`src/keypad_defs.svh`:
```
// Purpose: Register offsets, field positions and reset values of the keypad wake-up unit.
// Assumes: APB with 32-bit data, one aligned word per register.
// Notes:   Included by the design modules; the package does not include it.
`ifndef KEYPAD_DEFS_SVH
`define KEYPAD_DEFS_SVH

`define KEY_OFS_STATUS_CONTROL 12'h000
`define KEY_OFS_PIN_ENABLE     12'h004
`define KEY_OFS_POLARITY       12'h008
`define KEY_OFS_IRQ_STATUS     12'h00C
`define KEY_OFS_IRQ_MASK       12'h010
`define KEY_OFS_PIN_LEVEL      12'h014

`define KEY_BIT_FLAG           3
`define KEY_BIT_ACK            2
`define KEY_BIT_GATE           1
`define KEY_BIT_LEVEL_MODE     0

`define KEY_PIN_MASK           8'h37
`define KEY_RESET_BYTE         8'h00
`define KEY_IRQ_BITS           2
`define KEY_EVT_DETECT         0
`define KEY_EVT_ACK_HELD       1

`endif

```
`src/keypad_pkg.sv`:
```
// Purpose: Types shared by the keypad wake-up unit.
// Assumes: keypad_defs.svh holds the numeric constants.
// Notes:   State travels as one packed struct per module.
package keypad_pkg;

    typedef struct packed {
        logic       level_detect_select;
        logic       key_irq_gate;
        logic [7:0] pin_enable_bits;
        logic [7:0] polarity_bits;
    } key_config_s;

    typedef struct packed {
        logic [7:0] sync1_ff;
        logic [7:0] sync2_ff;
        logic [7:0] sync3_ff;
        logic [7:0] stable_ff;
        logic [7:0] armed_ff;
    } detect_state_s;

endpackage

```
`src/keypad_detect.sv`:
```
// Purpose: Pin synchroniser and edge/level detector of the keypad wake-up unit.
// Assumes: Pins are asynchronous to pclk.
// Notes:   One-cycle hit pulse per clock while any enabled pin meets its condition.
`include "keypad_defs.svh"
`timescale 1ns/1ps
`default_nettype none

module keypad_detect
    import keypad_pkg::*;
#(
    parameter int PINS = 8
) (
    input  wire logic              pclk,
    input  wire logic              presetn,
    input  wire logic [PINS-1:0]   key_input_pins,
    input  wire key_config_s       cfg,
    output logic                   hit,
    output logic                   any_asserted,
    output logic [7:0]             pin_level
);

    detect_state_s st_ff;
    detect_state_s nxt_st;
    logic [7:0]    pins8;
    logic [7:0]    en;
    logic [7:0]    asserted;
    logic [7:0]    edge_seen;

    assign pins8 = 8'(key_input_pins);
    assign en    = cfg.pin_enable_bits & `KEY_PIN_MASK;

    always_comb begin
        nxt_st          = st_ff;
        nxt_st.sync1_ff = pins8;
        nxt_st.sync2_ff = st_ff.sync1_ff;
        nxt_st.sync3_ff = st_ff.sync2_ff;
        // A pin changes only once the second and third stages agree.
        for (int i = 0; i < 8; i++) begin
            if (st_ff.sync2_ff[i] == st_ff.sync3_ff[i]) begin
                nxt_st.stable_ff[i] = st_ff.sync2_ff[i];
            end
        end
        // Polarity 1 asserts high, 0 asserts low.
        asserted  = ~(st_ff.stable_ff ^ cfg.polarity_bits) & en;
        // Armed once seen deasserted; disabled pins are disarmed so a pin
        // that is already asserted when enabled gives no edge.
        nxt_st.armed_ff = en & ~asserted;
        edge_seen = asserted & st_ff.armed_ff;
        hit = |edge_seen || (cfg.level_detect_select && |asserted);
        any_asserted = |asserted;
        pin_level = st_ff.stable_ff;
    end

    always_ff @(posedge pclk or negedge presetn) begin
        if (!presetn) begin
            st_ff <= '0;
        end else begin
            st_ff <= nxt_st;
        end
    end

endmodule

`default_nettype wire

```
`src/keypad_wakeup_unit.sv`:
```
// Purpose: Keypad wake-up unit with APB register access and interrupt output.
// Assumes: Single pclk domain; key pins asynchronous; no clock gating in stop mode.
// Notes:   Registers sit in the low byte of each word; upper bits read zero.
//
// Design decisions made here: the APB interface to the registers and the register addresses.
`include "keypad_defs.svh"
`timescale 1ns/1ps
`default_nettype none

// Contract
// - Bit 3 of the status/control register is a sticky detection flag that writes cannot set.
// - Bit 2 of the status/control register is a write-one acknowledge that always reads zero.
// - Bit 1 of the status/control register gates the interrupt request.
// - Bit 0 of the status/control register selects edge-only or edge-and-level detection.
// - Each pin enable bit makes its pin an interrupt source; a cleared bit takes no part. Here bits 3, 6 and 7 are held at zero, so those pins never take part.
// - Each polarity bit picks falling/low at zero or rising/high at one for its pin.
// - Edges are found by comparing two successive clock samples of a pin.
// - A pin must be seen deasserted before an edge on it counts.
// - In edge-only mode a valid edge on an enabled pin sets the flag.
// - In edge-and-level mode an edge or a held asserted level sets the flag.
// - The interrupt request is high while the flag and the gate are both set.
// - In edge-only mode an acknowledge write clears the flag.
// - In edge-and-level mode an acknowledge clears only when no enabled pin is asserted.
// - Enabling a pin never turns on a pull device; pulls are set elsewhere.
// - The unit detects pin activity and raises a wake request while the gate is set.
module keypad_wakeup_unit
    import keypad_pkg::*;
#(
    parameter int PINS = 8
) (
    input  wire logic              pclk,
    input  wire logic              presetn,
    input  wire logic              psel,
    input  wire logic              penable,
    input  wire logic              pwrite,
    input  wire logic [11:0]       paddr,
    input  wire logic [31:0]       pwdata,
    output logic      [31:0]       prdata,
    output logic                   pready,
    output logic                   pslverr,
    input  wire logic [PINS-1:0]   key_input_pins,
    output logic                   key_irq,
    output logic                   wake_request,
    output logic                   irq
);

    typedef struct packed {
        key_config_s                  cfg;
        logic                         key_event_flag;
        logic [`KEY_IRQ_BITS-1:0]     irq_status;
        logic [`KEY_IRQ_BITS-1:0]     irq_mask;
        logic [31:0]                  prdata;
        logic                         pready;
        logic                         pslverr;
        logic                         key_irq;
        logic                         wake_request;
        logic                         irq;
    } top_state_s;

    top_state_s st_ff;
    top_state_s nxt_st;
    logic       hit;
    logic       any_asserted;
    logic [7:0] pin_level;
    logic       setup;
    logic       wr;
    logic       ack;
    logic       clr_ok;
    logic [7:0] wbyte;
    logic [7:0] rbyte;
    logic       mapped;
    logic [`KEY_IRQ_BITS-1:0] evt;

    function automatic logic is_mapped(input logic [11:0] a);
        return a == `KEY_OFS_STATUS_CONTROL || a == `KEY_OFS_PIN_ENABLE ||
               a == `KEY_OFS_POLARITY || a == `KEY_OFS_IRQ_STATUS ||
               a == `KEY_OFS_IRQ_MASK || a == `KEY_OFS_PIN_LEVEL;
    endfunction

    // Enabling a pin here drives nothing toward the pad pull devices.
    keypad_detect #(
        .PINS (PINS)
    ) u_detect (
        .pclk           (pclk),
        .presetn        (presetn),
        .key_input_pins (key_input_pins),
        .cfg            (st_ff.cfg),
        .hit            (hit),
        .any_asserted   (any_asserted),
        .pin_level      (pin_level)
    );

    always_comb begin
        nxt_st  = st_ff;
        setup   = psel && !penable;
        mapped  = is_mapped(paddr);
        wr      = psel && penable && pwrite && st_ff.pready && mapped;
        wbyte   = pwdata[7:0];
        ack     = wr && paddr == `KEY_OFS_STATUS_CONTROL && wbyte[`KEY_BIT_ACK];

        // Edge-only clears unconditionally; level mode needs all enabled pins deasserted.
        clr_ok  = !st_ff.cfg.level_detect_select || !any_asserted;

        // A new hit wins over the acknowledge; writes never set the flag.
        if (hit) begin
            nxt_st.key_event_flag = 1'b1;
        end else if (ack && clr_ok) begin
            nxt_st.key_event_flag = 1'b0;
        end

        evt = '0;
        evt[`KEY_EVT_DETECT]   = hit;
        evt[`KEY_EVT_ACK_HELD] = ack && !clr_ok;

        if (wr) begin
            unique case (paddr)
                `KEY_OFS_STATUS_CONTROL: begin
                    nxt_st.cfg.key_irq_gate        = wbyte[`KEY_BIT_GATE];
                    nxt_st.cfg.level_detect_select = wbyte[`KEY_BIT_LEVEL_MODE];
                end
                `KEY_OFS_PIN_ENABLE: begin
                    nxt_st.cfg.pin_enable_bits = wbyte & `KEY_PIN_MASK;
                end
                `KEY_OFS_POLARITY: begin
                    nxt_st.cfg.polarity_bits = wbyte & `KEY_PIN_MASK;
                end
                `KEY_OFS_IRQ_STATUS: begin
                    nxt_st.irq_status = st_ff.irq_status & ~wbyte[`KEY_IRQ_BITS-1:0];
                end
                `KEY_OFS_IRQ_MASK: begin
                    nxt_st.irq_mask = wbyte[`KEY_IRQ_BITS-1:0];
                end
                default: begin
                end
            endcase
        end
        // Sticky events set after any write-one clear, so a set wins.
        nxt_st.irq_status = nxt_st.irq_status | evt;

        rbyte = `KEY_RESET_BYTE;
        unique case (paddr)
            `KEY_OFS_STATUS_CONTROL: begin
                rbyte[`KEY_BIT_FLAG]       = st_ff.key_event_flag;
                rbyte[`KEY_BIT_GATE]       = st_ff.cfg.key_irq_gate;
                rbyte[`KEY_BIT_LEVEL_MODE] = st_ff.cfg.level_detect_select;
            end
            `KEY_OFS_PIN_ENABLE: rbyte = st_ff.cfg.pin_enable_bits;
            `KEY_OFS_POLARITY:   rbyte = st_ff.cfg.polarity_bits;
            `KEY_OFS_IRQ_STATUS: rbyte[`KEY_IRQ_BITS-1:0] = st_ff.irq_status;
            `KEY_OFS_IRQ_MASK:   rbyte[`KEY_IRQ_BITS-1:0] = st_ff.irq_mask;
            `KEY_OFS_PIN_LEVEL:  rbyte = pin_level & `KEY_PIN_MASK;
            default: rbyte = `KEY_RESET_BYTE;
        endcase

        // No wait states: ready rises in the first access cycle, drops after.
        nxt_st.pready  = setup;
        nxt_st.pslverr = setup && !mapped;
        if (setup && !pwrite) begin
            nxt_st.prdata = {24'h00_0000, rbyte};
        end

        nxt_st.key_irq      = nxt_st.key_event_flag && nxt_st.cfg.key_irq_gate;
        nxt_st.wake_request = nxt_st.key_event_flag && nxt_st.cfg.key_irq_gate;
        nxt_st.irq          = |(nxt_st.irq_status & nxt_st.irq_mask);
    end

    always_ff @(posedge pclk or negedge presetn) begin
        if (!presetn) begin
            st_ff <= '0;
        end else begin
            st_ff <= nxt_st;
        end
    end

    assign prdata       = st_ff.prdata;
    assign pready       = st_ff.pready;
    assign pslverr      = st_ff.pslverr;
    assign key_irq      = st_ff.key_irq;
    assign wake_request = st_ff.wake_request;
    assign irq          = st_ff.irq;

endmodule

`default_nettype wire

```
`config.mk`:
```
export PLATFORM = sky130hd
export DESIGN_NAME = keypad_wakeup_unit
export DESIGN_NICKNAME = d
export VERILOG_FILES = /design/src/keypad_pkg.sv /design/src/keypad_detect.sv /design/src/keypad_wakeup_unit.sv
export VERILOG_INCLUDE_DIRS = /design/src
export SDC_FILE = /design/constraint.sdc
export NUM_CORES = 1
export LEC_CHECK = 0
export BUFFER_PORTS_ARGS = -buffer_cell sky130_fd_sc_hd__buf_2
export CAP_MARGIN = 20
export CORE_MARGIN = 2
export CORE_UTILIZATION = 54
export CTS_BUF_LIST = sky130_fd_sc_hd__clkbuf_16
export CTS_CLUSTER_DIAMETER = 40
export DETAILED_ROUTE_END_ITERATION = 16
export HOLD_SLACK_MARGIN = 0.06
export PLACE_DENSITY_LB_ADDON = 0.12
export RECOVER_POWER = 25
export SETUP_SLACK_MARGIN = 0.15
export SYNTH_ARGS = -nofsm -noshare
export SYNTH_HDL_FRONTEND = slang
export SYNTH_HIERARCHICAL = 1
export SYNTH_SLANG_ARGS = --single-unit
```
`constraint.sdc`:
```
create_clock -name pclk -period 2.8 [get_ports pclk]
set_input_delay 0.56 -clock pclk [delete_from_list [all_inputs] [get_ports pclk]]
set_output_delay 0.56 -clock pclk [all_outputs]
set_load 0.02 [all_outputs]
```
==> metrics.yaml <==
outcome:
  status: "complete, no violations"
clock_tree:
  clock-root-buffer: "clkbuf_16"
  clock-sinks: 52
  cts_resized: 0
  clk_latency_ps: 280
  cts_buffers: 5
  cts_tree: "built"
  h-tree-depth: 2
  cts_buffer_depth: 2
  ctsHoldBuffers: 0
  clk_pin_slew_ps: 60
  cts_setup_buffers: 0
placed_design:
  placed_area_um2: 2560
  dpl.hpwl_mm: 3.39
  numPortBuffers: 37
  place.gp.congestion: 0.948
hold_path:
  hp-start: "u_detect/nxt_st[26]$_DFF_PN0_"
  hold_class: "flop to flop"
setup_path:
  crit_path_max_fanout: 5
  start_kind: "primary input"
  path_cells: "buf_2, nand4_1, nor4b_1, nand3_1, nor4_4, buf_4, mux2_2"
  r2r-start: "pready$_DFF_PN0_"
  cp.arrival_ps: 2520
  crit_end: "st_ff[54]$_DFFE_PN0P_"
  worstSetupEndpointType: "flop"
  regToRegSetupSlack_ps: 470
  worstPathRequired_ps: 2970
  max_stage_delay_ps: 480
  path_buf_inv: 2
  r2r_cells: 6
  crit_cells: 7
  worstSetupStartpoint: "pwrite"
  crit_family: "simple AND/OR/NAND/NOR gates"
  critPathKind: "primary input to flop"
  timing.rr.end: "st_ff[54]$_DFFE_PN0P_"
  slowest_stage: "nor4b_1"
sta:
  rsz0062_at_grt: "false"
  finalHoldViolCount: 0
  finalCritPeriodShare: 0.839
  setup_viol: 0
  worst_pin_slew_ps: 1210
  fmax_mhz: 426
  final.setup_skew_ps: 3.36
  period_needed_ps: 2350
  slew_headroom: 0.191
  drv_slew: 0
  setup_tns_ps: 0
global_routing:
  grt-ovfl-total: 0
  grt_max_degree: 53
  grt_pass1_wl_mm: 7.62
  grt_usage: 0.195
  grt_pass1_vias: 1571
  antenna_found_initial: 0
synthesis:
  syn_area_per_cell_um2: 12.2
  synth_warnings: 6
  netlist_instances: 202
  synth_area_um2: 2470
pwr:
  peakVddDrop_mv: 0.405
  cellPowerDensity_nw_per_um2: 557
  p_leak_uw: 0.00135
  total_power_uw: 1500
drt:
  vias: 1580
  post_drt_wl_per_cell_um: 15.8
  post-route-drc-count: 0
  wirelength_mm: 4.58
  dr.pass1.iters: 4
  ant_nets: 0
  drt-initial-drc-count: 99
  viasPerCell: 5.45
floorplan:
  dieHeight_um: 71.6
  num_rows: 24
  die_w_um: 71.6
  die_area_um2: 5120
  start_util: 0.562
  core_um2: 4380
  io_pins: 94
finish:
  fillers: 350
  drive_above_1_share: 0.307
  fin_util: 0.615
  nets: 294
  final_cell_area_um2: 2700
  area_delta_synth_final_pct: 9.34
  n_antenna_cell: 0
job:
  drv_cap: 0
==> worst min path at each step <==
stage | endpoint | cells past startpoint
6_report | u_detect/nxt_st[18]$_DFF_PN0_ | 0
2_1_floorplan | irq$_DFF_PN0_ | 0
4_1_cts | u_detect/nxt_st[16]$_DFF_PN0_ | 0
3_3_place_gp | u_detect/nxt_st[18]$_DFF_PN0_ | 0
5_1_grt | u_detect/nxt_st[18]$_DFF_PN0_ | 0
3_5_place_dp | u_detect/nxt_st[21]$_DFF_PN0_ | 0
==> worst register-to-register path: stages (launching register included) <==
cell and delay, ps:
dfrtp_1 340, nand4_1 190, nor4b_1 480, nand3_1 310, nor4_4 340, buf_4 200, mux2_2 340
==> registers in the layout (all words and copies together) (netlist names) <==
name and cells:
st_ff 17, u_detect/st_ff 10, pslverr 1, pready 1, wake_request 1, u_detect/pin_level 5, irq 1, u_detect/nxt_st 10
prdata 6
==> layout make-up <==
cell class,count,area (µm²),share of cell area
Timing Repair Buffer,42,220,0.0817
Inverter,2,7.51,0.00278
Clock inverter,3,16.3,0.00603
Sequential cell,52,1300,0.483
Tap cell,52,65.1,0.0241
Clock buffer,5,125,0.0464
Multi-Input combinational cell,134,961,0.356
==> power by group <==
| group | switching (µW) | total [µW] | internal (µW) |
|---|---|---|---|
| Clock | 248 | 575 | 326 |
| Combinational | 92.7 | 136 | 43.5 |
| Sequential | 14.8 | 790 | 775 |
| Total | 356 | 1500 | 1150 |
==> metal layers <==
metal	vias up	wire, µm	track usage
met5	-	0	0
met4	0	48	0.0566
met3	8	305	0.0478
met2	72	2310	0.323
met1	772	1910	0.257
li1	728	-	-
==> placed cells by master (no fill, tap or decap), types with 4 or more instances in the layout <==
cell,instances
dfrtp_1,52
buf_2,37
conb_1,26
mux2_2,17
nand2_1,11
nand3_1,10
nor2_1,5
mux2i_1,5
a2bb2oi_1,5
clkbuf_16,5
xnor2_1,5
maj3_1,5
inv_1,4
o21ai_0,4
buf_4,4
nor2b_1,4
==> per-stage QoR <==
stage	setup WS (ps)	hold slack, ps	cells
2_1_floorplan	580	264	227
3_3_place_gp	281	332	282
3_5_place_dp	184	340	282
4_1_cts	473	355	290
5_1_grt	340	366	290
6_report	450	351	290
Note: power is estimated with default switching activity, not from simulation.
